==> src/rmi_pkg.sv <==
// Constants, register map and encodings of the remote input controller
`default_nettype none
package rmi_pkg;
  // ==========================================================
  // Sizes
  localparam int N_IN = 10;
  localparam int FUNC_W = 4;
  localparam int MODE_W = 4;
  localparam int ARG_W = 3;
  localparam int CFG_W = FUNC_W + MODE_W + ARG_W;
  localparam int N_LOCK = 8;
  // ==========================================================
  // Register byte offsets
  localparam logic [7:0] OFS_CMD = 8'h00;
  localparam logic [7:0] OFS_LEVEL = 8'h04;
  localparam logic [7:0] OFS_STATE = 8'h08;
  localparam logic [1:0] REGION_PEND = 2'h1;
  localparam logic [1:0] REGION_ACT = 2'h2;
  // ==========================================================
  // Field positions
  localparam int CMD_APPLY_BIT = 0;
  localparam int CMD_CANCEL_BIT = 1;
  localparam int CFG_FUNC_LSB = 0;
  localparam int CFG_MODE_LSB = 4;
  localparam int CFG_ARG_LSB = 8;
  localparam int ST_RF_BIT = 0;
  localparam int ST_EXCB_BIT = 1;
  localparam int ST_AUTO_BIT = 2;
  localparam int ST_SCHED_BIT = 3;
  localparam int ST_REMEN_BIT = 4;
  localparam int ST_LOCK_LSB = 8;
  localparam int ST_PRESET_LSB = 16;
  // ==========================================================
  // Reset values
  localparam logic [CFG_W-1:0] CFG_RST = 11'h000;
  localparam logic [ARG_W-1:0] PRESET_RST = 3'h0;
  // ==========================================================
  // Channel functions
  typedef enum logic [FUNC_W-1:0] {
    F_NONE = 4'h0, F_RF = 4'h1, F_RESET = 4'h2, F_PWR = 4'h3, F_MAIN_EXC = 4'h4,
    F_AUTO_CHG = 4'h5, F_SCHED = 4'h6, F_LOCKOUT = 4'h7, F_PRESET = 4'h8
  } rmi_func_e;
  // Polarity and edge modes
  typedef enum logic [MODE_W-1:0] {
    M_RISE_ON = 4'h0, M_FALL_ON = 4'h1, M_RISE_OFF = 4'h2, M_FALL_OFF = 4'h3,
    M_FALL_TOG = 4'h4, M_RISE_TOG = 4'h5, M_RISE_ON_FALL_OFF = 4'h6,
    M_FALL_ON_RISE_OFF = 4'h7, M_HI_INC = 4'h8, M_LO_INC = 4'h9, M_HI_DEC = 4'ha,
    M_LO_DEC = 4'hb, M_HI_ON = 4'hc, M_LO_ON = 4'hd
  } rmi_mode_e;
endpackage
`default_nettype wire

==> src/rmi_top.sv <==
// Remote digital input controller with AHB-Lite register access
// Overview of operation
// Ten inputs, each given one function
// Ignore inputs unless remote control enabled
// Remote enable set only from front panel
// Unassigned input never affects the transmitter
// RF function turns carrier on if available
// Reset function triggers full system reset
// Power function steps carrier up or down
// Main exciter function picks exciter A or B
// Changeover function sets automatic exciter changeover
// Scheduler function enables or disables scheduler
// Lockout function sets one of eight, always
// Preset function makes named preset active
// Present level of each input readable
// Turn-on modes act on high/rise or low/fall
// Turn-off modes deactivate on high/rise or low/fall
// Toggle modes alternate state on qualifying edges
// Two-edge modes: one edge on, other off
// Level power modes step while held active
// Level turn-on modes activate while held active
// Apply commits settings; cancel restores active ones
// Synchronise inputs, derive edges from samples
//
// Design decisions made here: the register offsets and the AHB-Lite slave port.
`default_nettype none
module rmi_top #(
  parameter int N_IN = rmi_pkg::N_IN
) (
  // Clock and reset
  input wire logic hclk,
  input wire logic hresetn,
  // AHB-Lite slave
  input wire logic hsel,
  input wire logic [31:0] haddr,
  input wire logic [1:0] htrans,
  input wire logic hwrite,
  input wire logic [2:0] hsize,
  input wire logic [31:0] hwdata,
  input wire logic hready,
  output logic hreadyout,
  output logic hresp,
  output logic [31:0] hrdata,
  // Remote input pins and local controls
  input wire logic [N_IN-1:0] remote_in,
  input wire logic remote_enable,
  input wire logic rf_available,
  // Transmitter requests
  output logic carrier_output_switch,
  output logic sys_reset_req,
  output logic output_power_step_inc,
  output logic output_power_step_dec,
  output logic exciter_b_sel,
  output logic auto_changeover,
  output logic scheduler_en,
  output logic [rmi_pkg::N_LOCK-1:0] lockout_active,
  output logic [rmi_pkg::ARG_W-1:0] preset_sel,
  output logic preset_load
);
  localparam int CW = rmi_pkg::CFG_W;
  localparam int AW = rmi_pkg::ARG_W;
  localparam int NL = rmi_pkg::N_LOCK;

  // ==========================================================
  // Bus address phase
  logic addr_ok, wr_q, rd_unused;
  logic [7:0] wa_q;
  logic [31:0] rdata_d, hrdata_q;
  logic [3:0] ra_idx, wa_idx;
  logic ra_pend, ra_act, wa_pend, wa_cmd;
  logic [N_IN-1:0][CW-1:0] cfg_pend_q, cfg_act_q;
  logic apply_cmd, cancel_cmd;

  // Zero wait states: every transfer completes in its first data cycle
  assign hreadyout = 1'b1;
  assign hresp = 1'b0;
  assign hrdata = hrdata_q;
  assign addr_ok = hsel && hready && htrans[1];
  assign rd_unused = |hsize;

  // Read decode on the address phase so data sits in a flop for the data phase
  assign ra_idx = haddr[5:2];
  assign ra_pend = haddr[7:6] == rmi_pkg::REGION_PEND && 32'(ra_idx) < N_IN;
  assign ra_act = haddr[7:6] == rmi_pkg::REGION_ACT && 32'(ra_idx) < N_IN;

  // ==========================================================
  // Input sampling and per-channel evaluation
  logic [N_IN-1:0] lvl, rise, fall, act_raw, deact_raw, act_g, deact_g;
  logic [N_IN-1:0] is_rf, is_rst, is_pwr, is_exc, is_auto, is_sched, is_lock, is_pre;
  logic [N_IN-1:0][NL-1:0] lock_set_oh, lock_clr_oh;
  logic [N_IN-1:0] allowed;

  // Status word assembled from live state
  logic [31:0] state_word;
  assign state_word = {8'h00, 5'h00, preset_sel, lockout_active, 3'h0, remote_enable,
                       scheduler_en, auto_changeover, exciter_b_sel, carrier_output_switch};

  // Read mux; unmapped addresses read zero
  assign rdata_d = (haddr[7:0] == rmi_pkg::OFS_LEVEL) ? 32'(lvl)
    : (haddr[7:0] == rmi_pkg::OFS_STATE) ? state_word
    : ra_pend ? 32'(cfg_pend_q[ra_idx])
    : ra_act ? 32'(cfg_act_q[ra_idx])
    : 32'h0000_0000;

  // Address phase capture, read data register
  always_ff @(posedge hclk or negedge hresetn) begin
    if (!hresetn) begin
      wr_q <= 1'b0;
      wa_q <= 8'h00;
      hrdata_q <= 32'h0000_0000;
    end else begin
      wr_q <= addr_ok && hwrite;
      wa_q <= haddr[7:0];
      hrdata_q <= (addr_ok && !hwrite) ? rdata_d : hrdata_q;
    end
  end

  // ==========================================================
  // Write data phase decode
  assign wa_idx = wa_q[5:2];
  assign wa_pend = wr_q && wa_q[7:6] == rmi_pkg::REGION_PEND && 32'(wa_idx) < N_IN;
  assign wa_cmd = wr_q && wa_q == rmi_pkg::OFS_CMD;
  assign apply_cmd = wa_cmd && hwdata[rmi_pkg::CMD_APPLY_BIT];
  assign cancel_cmd = wa_cmd && hwdata[rmi_pkg::CMD_CANCEL_BIT] && !apply_cmd;

  // Edited settings live apart from the ones in force until applied
  always_ff @(posedge hclk or negedge hresetn) begin
    if (!hresetn) begin
      cfg_pend_q <= {N_IN{rmi_pkg::CFG_RST}};
      cfg_act_q <= {N_IN{rmi_pkg::CFG_RST}};
    end else begin
      if (wa_pend) begin
        cfg_pend_q[wa_idx] <= hwdata[CW-1:0];
      end else if (cancel_cmd) begin
        cfg_pend_q <= cfg_act_q;
      end
      if (apply_cmd) begin
        cfg_act_q <= cfg_pend_q;
      end
    end
  end

  // Synchronise all pins together
  rmi_sync #(
    .W(N_IN)
  ) u_sync (
    .hclk(hclk),
    .hresetn(hresetn),
    .pin(remote_in),
    .level(lvl),
    .rise(rise),
    .fall(fall)
  );

  // One evaluator and one function decode per input
  for (genvar i = 0; i < N_IN; i++) begin : g_ch
    logic [rmi_pkg::FUNC_W-1:0] fn;
    logic [AW-1:0] arg;
    assign fn = cfg_act_q[i][rmi_pkg::CFG_FUNC_LSB +: rmi_pkg::FUNC_W];
    assign arg = cfg_act_q[i][rmi_pkg::CFG_ARG_LSB +: AW];

    rmi_chan u_chan (
      .hclk(hclk),
      .hresetn(hresetn),
      .clear(apply_cmd),
      .mode(cfg_act_q[i][rmi_pkg::CFG_MODE_LSB +: rmi_pkg::MODE_W]),
      .level(lvl[i]),
      .rise(rise[i]),
      .fall(fall[i]),
      .act(act_raw[i]),
      .deact(deact_raw[i])
    );

    // Unassigned code matches no function, so it reaches nothing
    assign is_rf[i] = fn == rmi_pkg::F_RF;
    assign is_rst[i] = fn == rmi_pkg::F_RESET;
    assign is_pwr[i] = fn == rmi_pkg::F_PWR;
    assign is_exc[i] = fn == rmi_pkg::F_MAIN_EXC;
    assign is_auto[i] = fn == rmi_pkg::F_AUTO_CHG;
    assign is_sched[i] = fn == rmi_pkg::F_SCHED;
    assign is_lock[i] = fn == rmi_pkg::F_LOCKOUT;
    assign is_pre[i] = fn == rmi_pkg::F_PRESET;
    // Remote enable is a front-panel pin only; lockout ignores it
    assign allowed[i] = remote_enable || is_lock[i];
    assign act_g[i] = act_raw[i] && allowed[i];
    assign deact_g[i] = deact_raw[i] && allowed[i];
    assign lock_set_oh[i] = (act_g[i] && is_lock[i]) ? NL'(1) << arg : '0;
    assign lock_clr_oh[i] = (deact_g[i] && is_lock[i]) ? NL'(1) << arg : '0;
  end

  // ==========================================================
  // Merge requests per function
  logic rf_on, rf_off, rst_act, inc_act, dec_act, exc_b, exc_a;
  logic auto_on, auto_off, sched_on, sched_off, pre_hit;
  logic [NL-1:0] lock_set, lock_clr;
  logic [AW-1:0] pre_idx;

  assign rf_on = |(act_g & is_rf) && rf_available;
  assign rf_off = |(deact_g & is_rf);
  assign rst_act = |(act_g & is_rst);
  assign inc_act = |(act_g & is_pwr);
  assign dec_act = |(deact_g & is_pwr) && !inc_act;
  assign exc_b = |(act_g & is_exc);
  assign exc_a = |(deact_g & is_exc);
  assign auto_on = |(act_g & is_auto);
  assign auto_off = |(deact_g & is_auto);
  assign sched_on = |(act_g & is_sched);
  assign sched_off = |(deact_g & is_sched);
  assign pre_hit = |(act_g & is_pre);

  // OR of lockout requests; lowest preset channel wins a tie
  always_comb begin
    lock_set = '0;
    lock_clr = '0;
    pre_idx = rmi_pkg::PRESET_RST;
    for (int i = N_IN - 1; i >= 0; i--) begin
      lock_set = lock_set | lock_set_oh[i];
      lock_clr = lock_clr | lock_clr_oh[i];
      if (act_g[i] && is_pre[i]) begin
        pre_idx = cfg_act_q[i][rmi_pkg::CFG_ARG_LSB +: AW];
      end
    end
  end

  // ==========================================================
  // Function state; activation beats deactivation in the same cycle
  always_ff @(posedge hclk or negedge hresetn) begin
    if (!hresetn) begin
      carrier_output_switch <= 1'b0;
      sys_reset_req <= 1'b0;
      output_power_step_inc <= 1'b0;
      output_power_step_dec <= 1'b0;
      exciter_b_sel <= 1'b0;
      auto_changeover <= 1'b0;
      scheduler_en <= 1'b0;
      lockout_active <= '0;
      preset_sel <= rmi_pkg::PRESET_RST;
      preset_load <= 1'b0;
    end else begin
      carrier_output_switch <= rf_on || (carrier_output_switch && !rf_off);
      sys_reset_req <= rst_act;
      output_power_step_inc <= inc_act;
      output_power_step_dec <= dec_act;
      exciter_b_sel <= exc_b || (exciter_b_sel && !exc_a);
      auto_changeover <= auto_on || (auto_changeover && !auto_off);
      scheduler_en <= sched_on || (scheduler_en && !sched_off);
      lockout_active <= lock_set | (lockout_active & ~lock_clr);
      preset_sel <= pre_hit ? pre_idx : preset_sel;
      preset_load <= pre_hit;
    end
  end

  // Held function state; the preset pulse is checked on its own
  logic [8:0] fn_state;
  assign fn_state = {carrier_output_switch, exciter_b_sel, auto_changeover, scheduler_en,
                     lockout_active[1:0], preset_sel};
endmodule
`default_nettype wire

==> src/rmi_sync.sv <==
// Input synchroniser with edge detection on the settled stages
`default_nettype none
module rmi_sync #(
  parameter int W = 10
) (
  // Clock and reset
  input wire logic hclk,
  input wire logic hresetn,
  // Raw pins and results
  input wire logic [W-1:0] pin,
  output logic [W-1:0] level,
  output logic [W-1:0] rise,
  output logic [W-1:0] fall
);
  logic [W-1:0] meta_q, sync_q, prev_q;

  // Two-flop sync plus one history stage; edges never look at meta_q
  always_ff @(posedge hclk or negedge hresetn) begin
    if (!hresetn) begin
      meta_q <= '0;
      sync_q <= '0;
      prev_q <= '0;
    end else begin
      meta_q <= pin;
      sync_q <= meta_q;
      prev_q <= sync_q;
    end
  end

  // Edges from consecutive settled samples
  assign level = sync_q;
  assign rise = sync_q & ~prev_q;
  assign fall = ~sync_q & prev_q;
endmodule
`default_nettype wire

==> src/rmi_chan.sv <==
// Per-input mode evaluator: turns level and edges into activate and deactivate requests
`default_nettype none
module rmi_chan (
  // Clock and reset
  input wire logic hclk,
  input wire logic hresetn,
  // Configuration
  input wire logic clear,
  input wire logic [rmi_pkg::MODE_W-1:0] mode,
  // Sampled input
  input wire logic level,
  input wire logic rise,
  input wire logic fall,
  // Requests
  output logic act,
  output logic deact
);
  logic tog_q, tog_d;
  logic is_rtog, is_ftog, tog_ev;

  // Toggle modes: rising starts by activating, falling starts by deactivating
  assign is_rtog = mode == rmi_pkg::M_RISE_TOG;
  assign is_ftog = mode == rmi_pkg::M_FALL_TOG;
  assign tog_ev = (is_rtog && rise) || (is_ftog && fall);
  assign tog_d = clear ? 1'b0 : (tog_ev ? ~tog_q : tog_q);

  // Activation: edge, two-edge, toggle and held-level modes
  assign act = (mode == rmi_pkg::M_RISE_ON && rise)
    || (mode == rmi_pkg::M_FALL_ON && fall)
    || (mode == rmi_pkg::M_RISE_ON_FALL_OFF && rise)
    || (mode == rmi_pkg::M_FALL_ON_RISE_OFF && fall)
    || (is_rtog && rise && !tog_q) || (is_ftog && fall && tog_q)
    || ((mode == rmi_pkg::M_HI_INC || mode == rmi_pkg::M_HI_ON) && level)
    || ((mode == rmi_pkg::M_LO_INC || mode == rmi_pkg::M_LO_ON) && !level);
  // Deactivation counterparts
  assign deact = (mode == rmi_pkg::M_RISE_OFF && rise)
    || (mode == rmi_pkg::M_FALL_OFF && fall)
    || (mode == rmi_pkg::M_RISE_ON_FALL_OFF && fall)
    || (mode == rmi_pkg::M_FALL_ON_RISE_OFF && rise)
    || (is_rtog && rise && tog_q) || (is_ftog && fall && !tog_q)
    || (mode == rmi_pkg::M_HI_DEC && level) || (mode == rmi_pkg::M_LO_DEC && !level);

  // Toggle history, restarted whenever settings are applied
  always_ff @(posedge hclk or negedge hresetn) begin
    if (!hresetn) begin
      tog_q <= 1'b0;
    end else begin
      tog_q <= tog_d;
    end
  end
endmodule
`default_nettype wire

==> config.mk <==
export PLATFORM = sky130hd
export DESIGN_NAME = rmi_top
export DESIGN_NICKNAME = d
export VERILOG_FILES = /design/src/rmi_pkg.sv /design/src/rmi_top.sv /design/src/rmi_sync.sv /design/src/rmi_chan.sv
export SDC_FILE = /design/constraint.sdc
export NUM_CORES = 1
export LEC_CHECK = 0
export BUFFER_PORTS_ARGS = -buffer_cell sky130_fd_sc_hd__buf_2
export CORE_MARGIN = 5
export CORE_UTILIZATION = 50
export DETAILED_ROUTE_END_ITERATION = 8
export PLACE_DENSITY_LB_ADDON = 0.3
export SLEW_MARGIN = 40
export SYNTH_ARGS = -nofsm -noshare
export SYNTH_HDL_FRONTEND = slang
export SYNTH_HIERARCHICAL = 1
export SYNTH_SLANG_ARGS = --single-unit
==> constraint.sdc <==
create_clock -name hclk -period 3.03 [get_ports hclk]
set_input_delay 0.1515 -clock hclk [delete_from_list [all_inputs] [get_ports hclk]]
set_output_delay 0.1515 -clock hclk [all_outputs]
set_load 0.05 [all_outputs]
# After elaboration in Yosys (flattened, before gate mapping)
# Cells that the tools add are included.
# totals
ff_bits	320
input_bits	86
out_inout_bits	53
elab_cells	880
# classes
magnitude_cmp	5
eq_ne	215
n_shift	10
n_mux	63
bitwise	47
reduce_logical	494
# op_table
op	n
4-bit by 3-bit equality test with 1-bit output (second input constant)	80
4-bit equality test (second input constant)	70
1-bit logical AND	249
110-bit 2-to-1 mux	2
1-bit logical OR	184
4-bit by 2-bit equality test with 1-bit output (second input constant)	40
8-bit 2-to-1 mux	20
8-bit OR	19
10-bit bitwise AND	14
10-bit OR reduction	12
110-bit bitwise mux	1
11-bit binary-select mux with 4-bit select	2
4-bit by 1-bit equality test with 1-bit output (second input constant)	20
1-bit by 3-bit << shifter with 8-bit output (first input constant)	10
11-bit 2-to-1 mux	5
11-bit demux with 4-bit select	1
4-bit logical NOT	10
19-bit 2-to-1 mux	2
3-bit 2-to-1 mux	10
1-bit logical NOT	27
2-bit nonzero test	11
1-bit 2-to-1 mux	20
10-bit inverter	2
4-bit by 5-bit less-than comparator with 1-bit output (second input constant)	2
10 further kinds	21

# Longest topological paths before layout
# logic_depth
depth_word	25
ltp_mapped	12
depth_no_buf	11

# By module
# The synthesis kept the hierarchy.
# modules_own_cells
mod	instances	cells_per_inst	area_per_inst_um2	seq_area_each_um2
rmi_top	1	1884	16113.0	6681.4
rmi_chan	10	34	221.5	25.0
rmi_sync	1	50	925.9	750.7

# Least setup slack after synthesis
# OpenSTA, ideal clock, no wires.
# synth_path
path_kind	flip-flop to flip-flop
from	register u_sync.prev_q[1]
to	register preset_sel[0] (netlist bit)
setup_time_ns	0.123
arrival_ns	2.419
required_ns	2.907
slack_ns	0.488
stages_incl_launch_ff	13
path_buffers	1
synth_period_minus_slack_ns	2.542
cell_sequence	dfrtp_1 -> and2b_2 -> inv_1 -> nor4_1 -> nor3_1 -> o21ai_1 -> nand2b_1 -> or4_1 -> clkbuf_1 -> o21ai_2 -> nor3_1 -> and4_1 -> o2bb2ai_1
# synth_between
elab_chain_len	14
word_cells_on_any_way	24
classes_between	mux (2); bitwise (4); reduce/logical (18)
# synth_rtl
item	line	source
start, declared	rmi_sync.sv:15	logic [W-1:0] meta_q, sync_q, prev_q;
start signal, assigned	rmi_sync.sv:26	prev_q <= sync_q;
10-bit inverter (*)	rmi_sync.sv:32	assign rise = sync_q & ~prev_q;
10-bit bitwise AND (*)	rmi_sync.sv:32	
named net rise[1]	rmi_top.sv:88	logic [N_IN-1:0] lvl, rise, fall, act_raw, deact_raw, act_g, deact_g;
1-bit logical AND	rmi_chan.sv:28	assign act = (mode == rmi_pkg::M_RISE_ON && rise)
1-bit logical OR	rmi_chan.sv:29	|| (mode == rmi_pkg::M_FALL_ON && fall)
1-bit logical OR	rmi_chan.sv:30	|| (mode == rmi_pkg::M_RISE_ON_FALL_OFF && rise)
1-bit logical OR	rmi_chan.sv:31	|| (mode == rmi_pkg::M_FALL_ON_RISE_OFF && fall)
1-bit logical OR (*) (2 in series)	rmi_chan.sv:32	|| (is_rtog && rise && !tog_q) || (is_ftog && fall && tog_q)
1-bit logical OR (*)	rmi_chan.sv:33	|| ((mode == rmi_pkg::M_HI_INC || mode == rmi_pkg::M_HI_ON) && level)
1-bit logical OR (*)	rmi_chan.sv:34	|| ((mode == rmi_pkg::M_LO_INC || mode == rmi_pkg::M_LO_ON) && !level);
named net act_raw[1]	rmi_top.sv:88	
1-bit logical AND (*)	rmi_top.sv:185	assign act_g[i] = act_raw[i] && allowed[i];
branches (longest 3 deep; another with 10-bit bitwise AND)	--	
end signal, assigned	rmi_top.sv:237	preset_sel <= rmi_pkg::PRESET_RST;
end signal, assigned	rmi_top.sv:248	preset_sel <= pre_hit ? pre_idx : preset_sel;
end, declared	rmi_top.sv:57	output logic [rmi_pkg::ARG_W-1:0] preset_sel,
# Mark *: on every way through the listed nets, which the timed path passes.
# A chain may end at the register's enable or synchronous reset.

# Worst setup path in the final report
# layout_path
from	register u_sync.sync_q[1], in the netlist u_sync/level[1]
to	register preset_sel[2] (netlist bit)
# layout_between
word_cells_on_any_way	27
classes_between	mux (2); bitwise (4); reduce/logical (21)
# layout_rtl
item	line	source
start, declared	rmi_sync.sv:15	
start signal, assigned	rmi_sync.sv:25	sync_q <= meta_q;
10-bit bitwise AND (*)	rmi_sync.sv:32	
named net rise[1]	rmi_top.sv:88	
1-bit logical AND	rmi_chan.sv:28	
1-bit logical OR	rmi_chan.sv:29	
1-bit logical OR	rmi_chan.sv:30	
1-bit logical OR	rmi_chan.sv:31	
1-bit logical OR (*) (2 in series)	rmi_chan.sv:32	
1-bit logical OR (*)	rmi_chan.sv:33	
1-bit logical OR (*)	rmi_chan.sv:34	
named net act_raw[1]	rmi_top.sv:88	
1-bit logical AND (*)	rmi_top.sv:185	
branches (longest 3 deep; another with 10-bit bitwise AND)	--	
# Marked as above.

==> flow_summary.ini <==
[run_status]
status = finished clean

[global_route]
grt_first_pass_wirelength_um = 115000
grt_max_degree = 101
globalRoute.totalOverflow = 0
antenna_found_initial = 3
track_usage_pct = 35.9
grt_pass1_vias = 18506

[synth]
ys_ff_latch = 307
synth_area_per_cell_sq_um = 8.47
yosysUniqueCellTypes = 82
syn_area_sq_mm = 0.0193
synth_top_cell_area_share_pct = 39.9
synth-main-ff-cell = dfrtp_1
yosys-top-cells-area = dfrtp_1 40%, nand2_1 11%, a2bb2oi_1 5.0%
yosys_warnings = 6
synth-edff-count = 0
syn_inst = 2274
ys_seq_area_share_pct = 39.9
synth_area_leader_cell = dfrtp_1
synthArstFlopShare_pct = 100

[power]
power.density_mw_per_mm2 = 425
total_power_mw = 9.42
vdd_drop_max_uv = 392
p_int_mw = 6.93
combinationalPowerShare_pct = 9.4
leakage_nw = 9.14
seqPwrFrac_pct = 46.1
switching_share_pct = 26.4
p_clk_share_pct = 44.6
switching_power_mw = 2.49

[clocking]
cts_buffer_depth = 3
htree_levels = 2
clkLatencyLatePin_ns = 0.56
cts-root-buf = clkbuf_16
cts.clk_slew.worst_paths_ns = 0.06
cts_tree = yes
postCtsSetupBuffers = 0
cts.sinks = 307
cts_buffers = 36

[placement]
dpl-instance-area_sq_mm = 0.0208
dp.cells = 2841
hpwlAfterDp_um = 56400
gp_congestion = 1.00
io_buffer_count = 74

[cells_and_area]
final_core_util_pct = 58.5
multi_input_area_sq_mm = 0.0107
layout_common_cells = 561 x nand2_1, 306 x dfrtp_1, 166 x o21ai_0
fin_area_sq_mm = 0.0221
drive_gt1_share_pct = 17.1
fin_cells = 2923
fin_nets = 2474
ff_latch_area_sq_mm = 0.00768
areaGrowthSynthToFinish_pct = 15.0
final_common_cell = nand2_1
nFillCells = 3362

[timing]
max_slew_margin_pct = 47.6
min_period_over_period_pct = 96.5
hold-worst-slack_ns = 0.0413
fmax_mhz = 342
timing.final.hold_violations = 0
finalMaxSlewViolations = 0
tightest_slew_ns = 0.781
period_minus_slack_ns = 2.92
clock_skew_ns = 0.0229
setup_viol = 0

[routing]
first_pass_iters = 7
dr_total_vias = 19425
drtIter0Drc = 2361
dr_wl_met3_um = 8060
ant_nets = 0
postRouteWirelength_um = 77000
wl_met1_um = 29400
top_layer = met5
wl_per_cell_um = 26.3
via_per_inst = 6.65
route.met2.wl_um = 33700
drc_errors = 0

[die]
die_h_um = 206
start_util_pct = 50.9
io_pins = 139
placementRows = 71
fp.dieW_um = 206
dieArea_sq_mm = 0.0425
core_sq_mm = 0.0378

[worst_hold_path]
hold_class = input pin to asynchronous set/reset pin

[worst_setup_path]
reg2reg_from = u_sync/level[1]
crit_fanout = 6
start_kind = flop
crit_start = u_sync/level[1]
criticalPathCategory = flop to flop
cp.required_ns = 3.47
worstPathArrival_ns = 3.36
crit_path_end_kind = flop

[job]
cap_violations = 0
==> kinds of logic (layout without fill, tap and decap cells) <==
group / Yosys count / in the layout / share of synthesized area, %
and+or+nand+nor: 1060 / 1060 / 26.6
AOI/OAI and AO/OA: 587 / 587 / 20.9
xor gates and xnor gates: 10 / 10 / 0.455
other: 2 / 16 / 0.0390
DFF: 307 / 307 / 39.9
muxes: 90 / 90 / 6.97
buffers and inverters: 218 / 342 / 5.09
==> worst paths after layout <==
path | endpoint | slack [ns] | depth (start not counted)
worst max-delay path | preset_sel[2] | 0.11 | 11
worst min-delay path | scheduler_en | 0.04 | 2
worst max register to register | preset_sel[2] | 0.11 | 11
worst min register to register | u_sync/level[3] | 0.35 | 0
max in group asynchronous | u_sync/prev_q[2] | 1.92 | 4
min in group hclk | wa_q[4] | 0.04 | 2
==> synthesized netlist by cell type, types with 23 or more instances <==
library cell  number
mux2_2            32
nor4_1            32
dfrtp_1          307
a21oi_1           60
mux4_2            32
nand2b_1          72
mux2i_1           26
nand3_1           74
nand2_1          562
o22ai_1           82
buf_2             48
inv_1             37
a2bb2oi_1        111
o21ai_0          166
clkbuf_1          99
nor2_1            99
nor3_1            49
buf_4             23
==> through the flow <==
step,setup TNS (ns),worst slack (ns)
floorplan,0,0.488
global placement,0,0.173
detailed placement,0,0.152
CTS,0,0.151
global route,-0.00215,-0.00215
finish,0,0.107
==> sequential cells by signal, indices dropped and copies added (netlist names), 3 cells and up <==
name	count
cfg_act_q	110
cfg_pend_q	110
hrdata	19
g_ch.u_chan/tog_q	10
u_sync/level	10
u_sync/meta_q	10
u_sync/prev_q	10
lockout_active	8
wa_q	8
preset_sel	3
==> routing by layer <==
metal / up-vias / GRT usage [%]
li1: 8477 / -
met1: 9403 / 46.7
met2: 1222 / 54.6
met3: 319 / 8.69
met4: 4 / 21.4
met5: - / 0
==> power groups by stage <==
stage / Sequential [mW] / Combinational [mW] / Clock [mW]
floorplan: 4.46 / 0.421 / 0
global placement: 4.40 / 0.832 / 0
detailed placement: 4.41 / 0.844 / 0
CTS: 4.33 / 0.865 / 4.25
global route: 4.35 / 0.935 / 4.43
finish: 4.34 / 0.881 / 4.20
==> critical path, stage by stage (launching register included) <==
cell and delay (ns):
dfrtp_1 0.45, and2b_2 0.21, inv_1 0.05, nor4_1 0.33, nor3_1 0.10, o21ai_1 0.35, nand2b_1 0.11, or4_1 0.58
o21ai_2 0.15, nor3_1 0.09, and4_1 0.25, o2bb2ai_1 0.13
==> what timing repair did <==
item	in CTS	in global routing
endpoints found under the hold margin	104	0
hold buffers	19	0
resized for setup	0	6
endpoints found under the setup margin	0	5
==> layout make-up <==
class | count | area share (%)
antenna | 1 | 0.0113
timing repair buffer | 244 | 8.43
clock inverter | 10 | 0.339
sequential | 307 | 34.7
clock buffer | 51 | 4.64
inverter | 37 | 0.627
multi-input combinational | 1762 | 48.4
tap | 511 | 2.89
Power figures use the tool's default switching activity.
